`config.mk`:
```
export PLATFORM = sky130hd
export DESIGN_NAME = csb_core_status
export DESIGN_NICKNAME = d
export VERILOG_FILES = /design/src/csb_pkg.sv /design/src/csb_core_status.sv
export SDC_FILE = /design/constraint.sdc
export NUM_CORES = 1
export LEC_CHECK = 0
export BUFFER_PORTS_ARGS = -buffer_cell sky130_fd_sc_hd__clkbuf_2
export CAP_MARGIN = 20
export CORE_ASPECT_RATIO = 1.5
export CORE_MARGIN = 2
export CORE_UTILIZATION = 50
export CTS_BUF_LIST = sky130_fd_sc_hd__clkbuf_2
export CTS_CLUSTER_SIZE = 14
export DETAILED_ROUTE_END_ITERATION = 10
export PLACE_DENSITY = 0.88
export SYNTH_ARGS = -nofsm -noshare
export SYNTH_HDL_FRONTEND = slang
export SYNTH_SLANG_ARGS = --single-unit
```
`constraint.sdc`:
```
create_clock -name clk_sys_in -period 3.65 [get_ports clk_sys_in]
set_input_delay 0.73 -clock clk_sys_in [delete_from_list [all_inputs] [get_ports clk_sys_in]]
set_output_delay 0.73 -clock clk_sys_in [all_outputs]
set_load 0.01 [all_outputs]
```
`src/csb_pkg.sv`:
```
// package: constants and carrier types for the core status and bank-select block
package csb_pkg;
    // =========================================================
    // program counter space
    localparam int CSB_PC_W = 13;
    localparam int CSB_IMPL_W = 12;
    localparam logic [12:0] CSB_RESET_VEC = 13'h0000;
    localparam logic [12:0] CSB_INTR_VEC = 13'h0004;
    localparam logic [12:0] CSB_IMPL_TOP = 13'h0fff;
    // =========================================================
    // data memory and register placement
    localparam int CSB_DADDR_W = 9;
    localparam logic [6:0] CSB_FLAGS_OFS = 7'h03;
    // =========================================================
    // field positions of core_flags_bank_select
    localparam int CSB_IND_BANK_BIT = 7;
    localparam int CSB_DIR_HI_BIT = 6;
    localparam int CSB_DIR_LO_BIT = 5;
    localparam int CSB_EXPIRY_BIT = 4;
    localparam int CSB_SLEEP_BIT = 3;
    localparam int CSB_Z_BIT = 2;
    localparam int CSB_NIB_BIT = 1;
    localparam int CSB_C_BIT = 0;
    // =========================================================
    // reset values; arithmetic flags are undefined, held at zero here
    localparam logic [2:0] CSB_BANK_RST = 3'h0;
    localparam logic CSB_EXPIRY_RST = 1'b1;
    localparam logic CSB_SLEEP_RST = 1'b1;
    localparam logic [2:0] CSB_ARITH_RST = 3'h0;

    typedef enum {
        CSB_OP_NONE,
        CSB_OP_ADD,
        CSB_OP_SUB,
        CSB_OP_LOGIC
    } csb_alu_op_t;

    // flag-update request from the execution datapath
    typedef struct packed {
        logic [1:0] kind;      // 0 none, 1 add, 2 sub, 3 logic (z only)
        logic [7:0] a;         // first operand (minuend on sub)
        logic [7:0] b;         // second operand (subtrahend on sub)
    } csb_alu_req_t;

    // data-memory write from the execution datapath
    typedef struct packed {
        logic en;
        logic [8:0] addr;      // full bank-qualified address
        logic [7:0] data;
    } csb_wr_req_t;

    // sleep, watchdog and reset events
    typedef struct packed {
        logic wdt_kick;        // watchdog_kick_instruction executed
        logic sleep;           // sleep instruction executed
        logic wdt_timeout;     // watchdog expired
    } csb_evt_t;
endpackage : csb_pkg

```
`src/csb_core_status.sv`:
```
// core status register, bank selection and program counter
`timescale 1ns/1ps

// Behaviour
// - program counter is thirteen bits wide, covering 8K instruction words.
// - fetch addresses above 0fffh wrap onto the implemented 4K words.
// - reset loads pc with 0000h; interrupt entry loads 0004h.
// - flag-updating writes discard written zero, nibble-carry and carry bits.
// - timeout and power-down flags ignore all instruction writes.
// - status appears at offset 03h in all four banks.
// - indirect bank bit forms top bit of the indirect address.
// - two direct bank bits select one of four 128-byte banks.
// - timeout and power-down flags follow power-up, kick, sleep, timeout.
// - zero on zero result; nibble carry and carry out of nibble, msb.
// - on subtraction carry and digit carry are inverted borrows.
// - power-on clears bank bits and sets timeout and power-down flags.
// - writes without flag update land on all writable bits unchanged.
module csb_core_status (
    input wire logic clk_sys_in,                 // core clock, 40 MHz
    input wire logic rst_b_in,                   // power-on reset, low
    input wire logic pc_load_in,                 // load pc from pc_target_in
    input wire logic [12:0] pc_target_in,        // jump target
    input wire logic pc_inc_in,                  // advance pc by one
    input wire logic intr_entry_in,              // interrupt entry
    input wire csb_pkg::csb_alu_req_t alu_in,    // flag update request
    input wire csb_pkg::csb_wr_req_t wr_in,      // register write
    input wire csb_pkg::csb_evt_t evt_in,        // reset-status events
    input wire logic [6:0] dir_ofs_in,           // direct operand address
    input wire logic [7:0] ind_ptr_in,           // indirect pointer value
    output logic [12:0] pc_out,                  // program counter
    output logic [11:0] fetch_addr_out,          // implemented fetch address
    output logic [7:0] flags_out,                // status register value
    output logic [8:0] dir_addr_out,             // direct data address
    output logic [8:0] ind_addr_out              // indirect data address
);
    import csb_pkg::*;

    // =========================================================
    // program counter
    logic [12:0] pc_ff;
    logic [12:0] nxt_pc;

    always_comb begin
        nxt_pc = pc_ff;
        if (intr_entry_in) begin
            nxt_pc = CSB_INTR_VEC;
        end else if (pc_load_in) begin
            nxt_pc = pc_target_in;
        end else if (pc_inc_in) begin
            nxt_pc = pc_ff + 13'h0001;
        end
    end

    always_ff @(posedge clk_sys_in or negedge rst_b_in) begin
        if (!rst_b_in) begin
            pc_ff <= CSB_RESET_VEC;
        end else begin
            pc_ff <= nxt_pc;
        end
    end

    assign pc_out = pc_ff;
    // upper half aliases the implemented memory
    assign fetch_addr_out = pc_ff[CSB_IMPL_W-1:0];

    // =========================================================
    // flag logic
    logic [8:0] sum9;
    logic [4:0] sum5;
    logic [7:0] res;
    logic res_z;
    logic res_nib;
    logic res_c;

    always_comb begin
        sum9 = 9'h000;
        sum5 = 5'h00;
        case (alu_in.kind)
            2'h1: begin
                // carries out of nibble and msb
                sum9 = {1'b0, alu_in.a} + {1'b0, alu_in.b};
                sum5 = {1'b0, alu_in.a[3:0]} + {1'b0, alu_in.b[3:0]};
            end
            2'h2: begin
                // two's complement add gives inverted borrow
                sum9 = {1'b0, alu_in.a} + {1'b0, ~alu_in.b} + 9'h001;
                sum5 = {1'b0, alu_in.a[3:0]} + {1'b0, ~alu_in.b[3:0]}
                    + 5'h01;
            end
            2'h3: begin
                sum9 = {1'b0, alu_in.a};
            end
            default: begin
                sum9 = 9'h000;
            end
        endcase
        res = sum9[7:0];
        res_z = (res == 8'h00);
        res_nib = sum5[4];
        res_c = sum9[8];
    end

    logic upd_any;
    logic upd_carry;
    assign upd_any = (alu_in.kind != 2'h0);
    // logic operations update z only; carries stay put
    assign upd_carry = (alu_in.kind == 2'h1) || (alu_in.kind == 2'h2);

    // =========================================================
    // status register
    logic [7:0] flags_ff;
    logic [7:0] nxt_flags;
    logic wr_hit;

    // any bank reaches the single register
    assign wr_hit = wr_in.en && (wr_in.addr[6:0] == CSB_FLAGS_OFS);

    always_comb begin
        nxt_flags = flags_ff;
        if (wr_hit) begin
            // plain write lands on writable bits
            nxt_flags[CSB_IND_BANK_BIT] = wr_in.data[CSB_IND_BANK_BIT];
            nxt_flags[CSB_DIR_HI_BIT] = wr_in.data[CSB_DIR_HI_BIT];
            nxt_flags[CSB_DIR_LO_BIT] = wr_in.data[CSB_DIR_LO_BIT];
            nxt_flags[CSB_Z_BIT] = wr_in.data[CSB_Z_BIT];
            nxt_flags[CSB_NIB_BIT] = wr_in.data[CSB_NIB_BIT];
            nxt_flags[CSB_C_BIT] = wr_in.data[CSB_C_BIT];
        end
        // flag result overrides the written value
        // both land on the same edge
        if (upd_any) begin
            // all three written flags drop, even where only zero is computed
            nxt_flags[CSB_NIB_BIT] = flags_ff[CSB_NIB_BIT];
            nxt_flags[CSB_C_BIT] = flags_ff[CSB_C_BIT];
            nxt_flags[CSB_Z_BIT] = res_z;
            if (upd_carry) begin
                nxt_flags[CSB_NIB_BIT] = res_nib;
                nxt_flags[CSB_C_BIT] = res_c;
            end
        end
        // reset-status events; timeout has priority over kick
        if (evt_in.wdt_kick) begin
            nxt_flags[CSB_EXPIRY_BIT] = 1'b1;
            nxt_flags[CSB_SLEEP_BIT] = 1'b1;
        end else if (evt_in.sleep) begin
            nxt_flags[CSB_EXPIRY_BIT] = 1'b1;
            nxt_flags[CSB_SLEEP_BIT] = 1'b0;
        end
        if (evt_in.wdt_timeout) begin
            nxt_flags[CSB_EXPIRY_BIT] = 1'b0;
        end
    end

    always_ff @(posedge clk_sys_in or negedge rst_b_in) begin
        if (!rst_b_in) begin
            flags_ff <= {CSB_BANK_RST, CSB_EXPIRY_RST, CSB_SLEEP_RST,
                CSB_ARITH_RST};
        end else begin
            flags_ff <= nxt_flags;
        end
    end

    assign flags_out = flags_ff;

    // =========================================================
    // data address formation
    // direct bank above seven-bit operand
    assign dir_addr_out = {flags_ff[CSB_DIR_HI_BIT], flags_ff[CSB_DIR_LO_BIT],
        dir_ofs_in};
    // indirect bank bit on top of the pointer
    assign ind_addr_out = {flags_ff[CSB_IND_BANK_BIT], ind_ptr_in};
endmodule : csb_core_status

```
Word level (Yosys, flattened, before mapping)
Cells that the tools add are included.
- output and inout port bits: 51
- logic and storage cells: 40
- input port bits: 72
- flip-flop bits (word level): 21
- equal/unequal tests: 5
- add/subtract/negate cells: 7
- reductions and logical operators: 9
- muxes and demuxes: 11
- bitwise logic cells: 2
- operators by type and width (operator ; number):
    13-bit 2-to-1 mux ; 3
    9-bit case mux with 3 select lines ; 1
    8-bit by 8-bit adder with 9-bit output ; 2
    13-bit by 1-bit adder with 13-bit output, second input constant ; 1
    4-bit by 4-bit adder with 5-bit output ; 2
    5-bit case mux with 2 select lines ; 1
    9-bit by 1-bit adder with 9-bit output, second input constant ; 1
    8-bit logical NOT ; 1
    8-bit inverter ; 1
    7-bit by 2-bit equality test with 1-bit output, second input constant ; 1
    2-bit 2-to-1 mux ; 3
    3-bit 2-to-1 mux ; 2
    2-bit nonzero test ; 3
    3-bit nonzero test ; 2
    5-bit by 1-bit adder with 5-bit output, second input constant ; 1
    2-bit equality test, second input constant ; 2
    4-bit inverter ; 1
    2-bit by 1-bit equality test with 1-bit output, second input constant ; 1
    2-bit by 1-bit inequality test with 1-bit output, second input constant ; 1
    2-bit AND reduction ; 1
    1-bit logical AND ; 1
    1-bit logical OR ; 1
    1-bit 2-to-1 mux ; 1

Depth between registers and ports, before layout
Gate-level depths: netlist of run 1.
- depth in word-level cells: 6
- gate-level depth with buffers: 9
- mapped depth without buffers: 9

Worst setup path after synthesis of run 1
No wires, ideal clock.
- path type: in2reg
- from: input alu_in[0] (netlist name)
- to: register flags_ff[2] (netlist: flags_out[2])
- data required time: 3.519 ns
- cell stages on the path: 9
- data arrival time: 2.415 ns
- buffers on the path: 0
- library setup time: 0.131 ns
- slack: 1.104 ns
- cell sequence: ha_1 inv_1 fa_1 or2_1 a221oi_2 mux2i_1 o2111ai_1 a311oi_2 a211oi_2
- longest elaborated chain between the ends: 6
- elaborated cells between the ends (all ways): 7
- those cells by class: 3 x add/sub; 2 x mux; 1 x bitwise; 1 x reduce/logical
- RTL lines (what ; line ; RTL):
    start, declared ; csb_core_status.sv:25 ; input wire csb_pkg::csb_alu_req_t alu_in,
    8-bit inverter ; csb_core_status.sv:86 ; sum9 = {1'b0, alu_in.a} + {1'b0, ~alu_in.b} + 9'h001;
    8-bit by 8-bit adder with 9-bit output ; csb_core_status.sv:86 ;
    9-bit by 1-bit adder with 9-bit output ; csb_core_status.sv:86 ;
    9-bit case mux with 3 select lines * ; csb_core_status.sv:78 ; case (alu_in.kind)
    8-bit logical NOT * ; csb_core_status.sv:98 ; res_z = (res == 8'h00);
    3-bit 2-to-1 mux * ; csb_core_status.sv:131 ; if (upd_any) begin
    end signal, assigned ; csb_core_status.sv:156 ; flags_ff <= {CSB_BANK_RST, CSB_EXPIRY_RST, CSB_SLEEP_RST,
    end signal, assigned ; csb_core_status.sv:159 ; flags_ff <= nxt_flags;
    end, declared ; csb_core_status.sv:111 ; logic [7:0] flags_ff;
Every way passes the cells marked *; elsewhere a longest branch is shown, timed or not.
A chain may end at the register's enable or synchronous reset.

Worst setup path after layout of run 1
Ends and elaborated chain as after synthesis.

==> results of run 1 <==
## cell usage in the layout, fill, tap and decap left out, types with 3 or more instances in the layout
cell	n
a21o_1	6
a21oi_1	21
and3_1	3
clkbuf_2	92
dfrtp_1	19
ha_1	22
inv_1	19
mux2_2	4
mux2i_1	9
nand2_1	9
nand2b_1	4
nand3_1	9
nand4_1	3
nor2_1	27
nor2b_1	5
nor3_1	5
o21a_1	5
o21ai_0	7
xnor2_1	8
xor2_1	3
## layout make-up
cell class,count,area share (%)
Multi-Input combinational cell,186,55.70
Clock buffer,4,0.7893
Inverter,20,2.960
Sequential cell,21,20.82
Timing Repair Buffer,88,17.37
Tap cell,48,2.368
## power groups by stage
stage          clock (mW)  sequential, mW  combinational, mW
3_3_place_gp            0           0.274              0.258
4_1_cts             0.101           0.271              0.265
5_1_grt             0.106           0.274              0.294
2_1_floorplan           0           0.281              0.195
6_report           0.0942           0.271              0.265
3_5_place_dp            0           0.275              0.265
## critical path, cell delays in order
cell,delay [ns]
clkbuf_2,0.11
ha_1,0.17
inv_1,0.06
fa_1,0.39
or2_1,0.29
a221oi_2,0.30
mux2i_1,0.23
o2111ai_1,0.15
a311oi_2,0.24
a211oi_2,0.05
## sequential cells by signal, summed over array words and instances (netlist names)
| signal | cells |
|---|---|
| flags_out | 8 |
| pc_out | 13 |
## worst paths after layout
| check | from | endpoint | slack (ns) | depth (start not counted) |
|---|---|---|---|---|
| worst max-delay path | alu_in[0] | flags_out[2] | 1.15 | 10 |
| worst min-delay path | rst_b_in | flags_out[6] | 0.36 | 1 |
| worst max register to register | pc_out[0] | pc_out[12] | 1.79 | 7 |
| worst min register to register | flags_out[3] | flags_out[3] | 0.54 | 1 |
| max in group asynchronous | rst_b_in | flags_out[3] | 2.92 | 1 |
| min in group clk_sys_in | evt_in[0] | flags_out[4] | 0.51 | 2 |
## metrics by stage
stage	total power, mW	hold slack, ns	instances
2_1_floorplan	0.4757	0.4344	265
3_3_place_gp	0.5320	0.5119	363
3_5_place_dp	0.5398	0.5215	363
4_1_cts	0.6373	0.3393	367
5_1_grt	0.6732	0.3713	367
6_report	0.6301	0.3633	367
## per-layer routing
layer / global-route usage, % / wire length (um) / vias to the layer above
met3: 1.791 / 251 / 14
li1: - / - / 1012
met4: 8.264 / 104 / 0
met2: 36.87 / 2711 / 86
met1: 19.13 / 1827 / 958
met5: 0 / 0 / -
## cell families (layout without fill, tap and decap cells)
kind of cell | Yosys count | count (layout)
fa+ha+maj | 24 | 24
xor+xnor | 11 | 11
buf+inv | 58 | 112
simple gates | 75 | 75
flops | 21 | 21
mux | 13 | 13
compound gates | 63 | 63
==> flow_summary.ini, run 1 <==
[finish]
fin_nets = 416
antennaDiodeCount = 0
ff_latch_area_um2 = 528.0
drive_above_1_share_pct = 34.48
nFillCells = 429
finalInstanceArea_um2 = 2536
multi_input_area_um2 = 1413
area_growth_pct = 11.25
utilization_pct = 56.78

[hold_path]
holdCritPathClass = input port to async pin

[yosys]
yosysTopAreaCell = dfrtp_1
synth_edf_count = 0
postSynth.asyncResetShare_pct = 100.0
synthAdderAreaFrac_pct = 13.83
yosysTopAreaCellShare_pct = 20.86
synth_cell_types = 55
synthMuxAreaShare_pct = 5.928
synth-compound-area-share_pct = 21.13
yosys-top-cells-area = dfrtp_1 (21%), ha_1 (12%), buf_4 (11%), a21oi_1 (4.6%), nor2_1 (4.4%)
ys_warn_count = 0
ys_seq_elements = 21
synth_simple_gate_area_share_pct = 16.85
synth_top_family_by_area = compound AO/OA/AOI/OAI gates
mappedNetlistArea_um2 = 2280
yosysSeqAreaShare_pct = 23.16
synth_nets = 361
synth_xor_area_share_pct = 4.226
avgSynthCellArea_um2 = 8.603
synth_cells = 265
ys.flop_type = dfrtp_1
synth_commonest_cells = buf_4 (32), nor2_1 (27), ha_1 (22)
synth_most_common_cell = buf_4

[pwr]
p_sw_mw = 0.2298
clkPwrFrac_pct = 15.0
powerDensity_nw_per_um2 = 248.5
irDropWorstVdd_mv = 0.1059
leakage_nw = 1.328
intPower_mw = 0.4004
combPwrFrac_pct = 42.0
seq_power_share_pct = 43.0
swShare_pct = 36.46

[timing]
finalHoldViolCount = 0
worst_slew_pin_slew_ns = 0.5313
worst_slack_ns = 1.150
grt_setup_unrepaired = false
period_minus_slack_ns = 2.500
setup_viol = 0
fmax_mhz = 400.0
maxSlewViolCount = 0
setup-tns-final_ns = 0
clock_skew_ns = 0.004209
slew_headroom_pct = 64.58
period_share_pct = 68.50

[clocking]
clock_latency_ns = 0.30
cts_root_buf = clkbuf_2
htreeDepth = 1
cts_buffer_depth = 2
cts_resized = 0
cts_sinks = 21
cts_setup_buffers = 0
cts_hold_buffers = 0
cts.clk_slew.worst_paths_ns = 0.18
cts_tree = yes
cts_made_buffers = 3

[floorplan]
die_x_um = 59.13
dieArea_um2 = 5127
core_um2 = 4467
num_rows = 30
initial_core_util_pct = 51.04
chipHeight_um = 86.70
io_pins = 123

[drt]
wl_per_cell_um = 13.34
route.vias.total = 2070
drcViolationCount = 0
drt-total-wl_um = 4894
drt_iter0_drc = 96
postRouteAntennaNets = 0
vias_per_cell = 5.640
dr.pass1.iters = 4

[grt]
antenna_found_initial = 0
grt_overflow_total = 0
grt_pass1_vias = 1801
grtUsageTotal_pct = 18.81
grt_max_degree = 23
grt_pass1_wl_um = 7638

[setup_path]
worst_ep_required_time_ns = 3.86
crit_type = input port to register
arrival_ns = 2.71
worst_setup_path_start_kind = input port
end_kind = register
cp_max_fo = 3

[place]
post-place-ws_ns = 0.7964
port_buffers = 88
placed_area_um2 = 2516
place.gp.congestion = 0.9035
place_hpwl_um = 4115

[run]
cap_violations = 0

[outcome]
status = finished clean
(Power assumes the default switching activity.)
==> run 2: changes to the inputs <==
--- a/config.mk
+++ b/config.mk
@@ -9,11 +9,11 @@
 export CAP_MARGIN = 20
 export CORE_ASPECT_RATIO = 1.5
 export CORE_MARGIN = 2
-export CORE_UTILIZATION = 50
+export CORE_UTILIZATION = 42
 export CTS_BUF_LIST = sky130_fd_sc_hd__clkbuf_2
 export CTS_CLUSTER_SIZE = 14
 export DETAILED_ROUTE_END_ITERATION = 10
-export PLACE_DENSITY = 0.88
+export PLACE_DENSITY = 0.79
 export SYNTH_ARGS = -nofsm -noshare
 export SYNTH_HDL_FRONTEND = slang
 export SYNTH_SLANG_ARGS = --single-unit
==> constraint.sdc (replaced) <==
create_clock -name clk_sys_in -period 2 [get_ports clk_sys_in]
set_input_delay 0.4 -clock clk_sys_in [delete_from_list [all_inputs] [get_ports clk_sys_in]]
set_output_delay 0.4 -clock clk_sys_in [all_outputs]
set_load 0.01 [all_outputs]
==> flow_summary.ini, run 2 (synthesized netlist as in run 1, its figures left out) <==
[drt]
dr.pass1.iters = 4
drt-total-wl_um = 5796
drcViolationCount = 0
vias_per_cell = 5.234
postRouteAntennaNets = 0
wl_per_cell_um = 13.45
drt_iter0_drc = 80
route.vias.total = 2256

[setup_path]
worstSetupStartpoint = alu_in[0]
arrival_ns = 2.21
cp_slowest_stage_delay_ns = 0.33
crit_buf_inv = 2
crit_type = input port to register
worst_ep_required_time_ns = 2.23
end_kind = register
cp_max_fo = 3
path_cells = clkbuf_2, ha_4, inv_2, fa_2, or2_4, a221oi_2, mux2i_1, o2111ai_1, a311oi_2, a211oi_2
worst_setup_path_start_kind = input port
crit_family = compound AO/OA/AOI/OAI gates
slowest_stage = fa_2
r2r_start = pc_out[0]

[run]
cap_violations = 0

[clocking]
cts_made_buffers = 3
cts_sinks = 21
clock_latency_ns = 0.33
cts_buffer_depth = 2
cts_tree = yes
cts_root_buf = clkbuf_2
htreeDepth = 1
cts.clk_slew.worst_paths_ns = 0.19

[floorplan]
io_pins = 123
dieArea_um2 = 6045
num_rows = 32
die_x_um = 64.16
chipHeight_um = 94.23
initial_core_util_pct = 43.80
core_um2 = 5205

[pwr]
powerDensity_nw_per_um2 = 430.1
leakage_nw = 1.538
finalPower_mw = 1.256
irDropWorstVdd_mv = 0.1840

[finish]
finalInstanceArea_um2 = 2919
area_growth_pct = 28.05
layout_commonest_cell = clkbuf_2
utilization_pct = 56.08
instances_no_fill = 431
antennaDiodeCount = 0
largest_reg_flops = 13
drive_above_1_share_pct = 44.35
final_cell_mix = clkbuf_2 (92), buf_4 (43), nor2_1 (27), a21oi_1 (21), ha_1 (20)
nFillCells = 489
fin_nets = 460

[grt]
grt_pass1_wl_um = 9025
antenna_found_initial = 0
grtUsageTotal_pct = 18.79
grt_pass1_vias = 2158
grt_max_degree = 23
grt_overflow_total = 0

[outcome]
status = finished clean

[timing]
clock_skew_ns = 0.004901
worst_slack_ns = 0.02406
finalHoldViolCount = 0
holdWs_ns = 0.1595
setup-tns-final_ns = 0
slew_headroom_pct = 65.07
fmax_mhz = 506.1
grt_setup_unrepaired = true
worst_slew_pin_slew_ns = 0.5240
period_share_pct = 98.80
setup_viol = 0
maxSlewViolCount = 0
period_minus_slack_ns = 1.976

[place]
port_buffers = 88
post-place-ws_ns = -0.4195
place_hpwl_um = 4962
placed_area_um2 = 2864
place.gp.congestion = 0.8341
dp_cells = 424

[hold_path]
holdCritPathClass = input port to register
hp-start = evt_in[0]
## run 2: cell count changes in the layout (fill, tap and decap cells not counted), moves of 2 or more
cell / before / now
fa_2: 0 / 2
inv_1: 19 / 17
inv_2: 1 / 3
ha_1: 22 / 20
buf_4: 0 / 43
fa_1: 2 / 0
## run 2: repair_timing
item | in CTS | in global routing
endpoints found under the setup margin | 1 | 2
hold buffers | 0 | 1
buffers inserted | 1 | 1
pin swaps | 2 | 6
cloned | 0 | 0
endpoints found under the hold margin | 0 | 11
gates resized for setup | 1 | 5
## run 2: report_power, final
part | switching [mW] | leakage, nW | internal [mW]
Combinational | 0.290 | 1.25 | 0.288
Clock | 0.129 | 0.0166 | 0.0529
Sequential | 0.0349 | 0.268 | 0.460
Total | 0.454 | 1.54 | 0.801
## run 2: final timing paths
path / slack (ns) / cells after the start / to
worst max-delay path: 0.02 / 10 / flags_out[2]
worst min-delay path: 0.16 / 2 / flags_out[4]
worst max register to register: 0.14 / 8 / pc_out[10]
worst min register to register: 0.56 / 1 / flags_out[3]
max in group asynchronous: 1.08 / 2 / flags_out[3]
min in group asynchronous: 0.55 / 2 / flags_out[7]
## run 2: worst reg2reg max path, cell delays in order, from the launching register on
cell     delay (ns)
dfrtp_1        0.47
ha_1           0.23
nand3_1        0.11
nor3_1         0.35
buf_4          0.19
nand3_1        0.09
xnor2_1        0.14
mux2i_1        0.13
nor2_1         0.05
## run 2: layout make-up
cell class | count | area (um2) | share of cell area [%]
Sequential cell | 21 | 528.0 | 18.09
Tap cell | 68 | 85.08 | 2.915
Clock buffer | 4 | 20.02 | 0.6858
Timing Repair Buffer | 132 | 773.2 | 26.49
Multi-Input combinational cell | 186 | 1438 | 49.25
Inverter | 20 | 75.07 | 2.572
## run 2: metal layers
layer | vias up | wire, um | track usage [%]
li1 | 1099 | - | -
met1 | 1047 | 2117 | 17.14
met2 | 95 | 3136 | 39.15
met3 | 15 | 343 | 2.398
met4 | 0 | 198 | 8.865
met5 | - | 0 | 0
==> run 3: changes to the inputs <==
--- a/config.mk
+++ b/config.mk
@@ -9,11 +9,11 @@
 export CAP_MARGIN = 20
 export CORE_ASPECT_RATIO = 1.5
 export CORE_MARGIN = 2
-export CORE_UTILIZATION = 42
+export CORE_UTILIZATION = 50
 export CTS_BUF_LIST = sky130_fd_sc_hd__clkbuf_2
 export CTS_CLUSTER_SIZE = 14
 export DETAILED_ROUTE_END_ITERATION = 10
-export PLACE_DENSITY = 0.79
+export PLACE_DENSITY = 0.88
 export SYNTH_ARGS = -nofsm -noshare
 export SYNTH_HDL_FRONTEND = slang
 export SYNTH_SLANG_ARGS = --single-unit
==> constraint.sdc (replaced) <==
create_clock -name clk_sys_in -period 2.3 [get_ports clk_sys_in]
set_input_delay 0.115 -clock clk_sys_in [delete_from_list [all_inputs] [get_ports clk_sys_in]]
set_output_delay 0.115 -clock clk_sys_in [all_outputs]
set_load 0.01 [all_outputs]
==> flow_summary.ini, run 3 (synthesized netlist as in run 1, its figures left out) <==
[floorplan]
core_um2 = 4467
io_pins = 123
dieArea_um2 = 5127
die_x_um = 59.13
num_rows = 30
chipHeight_um = 86.70
initial_core_util_pct = 51.04

[timing]
worst_slew_pin_slew_ns = 0.5335
holdWs_ns = 0.03682
period_minus_slack_ns = 1.880
slew_headroom_pct = 64.43
setup_viol = 0
finalHoldViolCount = 0
period_share_pct = 81.72
setup-tns-final_ns = 0
worst_slack_ns = 0.4205
clock_skew_ns = 0.02077
fmax_mhz = 532.0
maxSlewViolCount = 0
grt_setup_unrepaired = false

[setup_path]
end_kind = register
worst_setup_path_start_kind = register
crit_family = simple AND/OR/NAND/NOR gates
crit_top_cell = nand3_1
cp_max_fo = 5
crit_type = register to register
path_cells = ha_1, nand3_1, nor3_1, nand3_1, xnor2_1, mux2i_1, nor2_1
worst_ep_required_time_ns = 2.53
crit_buf_inv = 0
slowest_stage = dfrtp_1
cp_slowest_stage_delay_ns = 0.48
arrival_ns = 2.11

[finish]
antennaDiodeCount = 0
fin_nets = 424
layout_commonest_cell = clkbuf_2
final_cell_mix = clkbuf_2 (91), nor2_1 (27), ha_1 (22), a21oi_1 (21)
drive_above_1_share_pct = 33.94
area_growth_pct = 14.65
largest_reg_flops = 13
nFillCells = 401

[clocking]
cts_buffer_depth = 2
htreeDepth = 1
cts_setup_buffers = 0
clock_latency_ns = 0.31
cts.clk_slew.worst_paths_ns = 0.20
cts_tree = yes
cts_sinks = 21
cts_hold_buffers = 5
cts_made_buffers = 3
cts_resized = 0
cts_root_buf = clkbuf_2

[drt]
vias_per_cell = 5.592
route.vias.total = 2097
dr.pass1.iters = 4
drcViolationCount = 0
wl_per_cell_um = 14.17
drt_iter0_drc = 93
drt-total-wl_um = 5314
postRouteAntennaNets = 0

[grt]
antenna_found_initial = 0
grt_max_degree = 23
grt_pass1_vias = 2013
grt_overflow_total = 0
grtUsageTotal_pct = 20.50
grt_pass1_wl_um = 8349

[pwr]
irDropWorstVdd_mv = 0.1465
powerDensity_nw_per_um2 = 388.0
leakage_nw = 1.361

[place]
place_hpwl_um = 4306
place.gp.congestion = 0.8781
port_buffers = 88
post-place-ws_ns = 0.06860

[hold_path]
holdCritPathClass = input port to register

[run]
cap_violations = 0

[outcome]
status = finished clean
run 3: cell types whose count changed in the layout (fill, tap and decap cells not counted), sizes merged:
cell,before,now
buf,43,1
clkinv,0,1
clkbuf,92,91
dlygate4sd3,1,7
run 3: area by class of cell:
type	instances	area, um2	area share (%)
Clock buffer	3	15.01	0.5744
Clock inverter	1	5.005	0.1915
Inverter	20	75.07	2.872
Multi-Input combinational cell	186	1413	54.04
Sequential cell	21	528.0	20.20
Tap cell	48	60.06	2.298
Timing Repair Buffer	96	518.0	19.82
run 3: path summary, 6_finish.rpt:
path                           endpoint  slack (ns)  cells past startpoint             from
min in group asynchronous  flags_out[0]        0.28                      2         rst_b_in
max in group asynchronous  flags_out[4]        1.63                      2         rst_b_in
setup / recovery             pc_out[12]        0.42                      7        pc_out[0]
hold / removal                pc_out[1]        0.04                      3  pc_target_in[1]
hold reg to reg            flags_out[3]        0.54                      1     flags_out[3]
setup reg to reg             pc_out[12]        0.42                      7        pc_out[0]
run 3: where the power goes:
| group | internal, mW | total, mW | leakage (nW) | switching [mW] |
|---|---|---|---|---|
| clock network | 0.0394 | 0.147 | 0.0164 | 0.107 |
| logic | 0.200 | 0.437 | 1.08 | 0.237 |
| registers | 0.400 | 0.431 | 0.268 | 0.0308 |
| total | 0.639 | 1.01 | 1.36 | 0.375 |
run 3: metal layers:
layer	up-vias	GRT usage [%]	part of all wire (%)
met5	-	0	0
met1	983	19.20	36
met4	0	7.851	1.5
li1	1029	-	-
met3	6	1.343	4.5
met2	79	42.93	58
run 3: tightest hold or removal path, cell delays in order:
cell	delay [ns]
clkbuf_2	0.08
a21oi_1	0.06
nor2_1	0.07
run 3: per-stage QoR:
step / instance area [um2] / cells / total power [mW] / util, %
floorplan: 2280 / 265 / 0.7549 / -
global placement: 2524 / 364 / 0.8477 / 56.50
detailed placement: 2524 / 364 / 0.8630 / 56.50
CTS: 2594 / 373 / 1.020 / 58.07
global route: 2614 / 375 / 1.085 / 58.52
finish: 2614 / 375 / 1.014 / 58.52
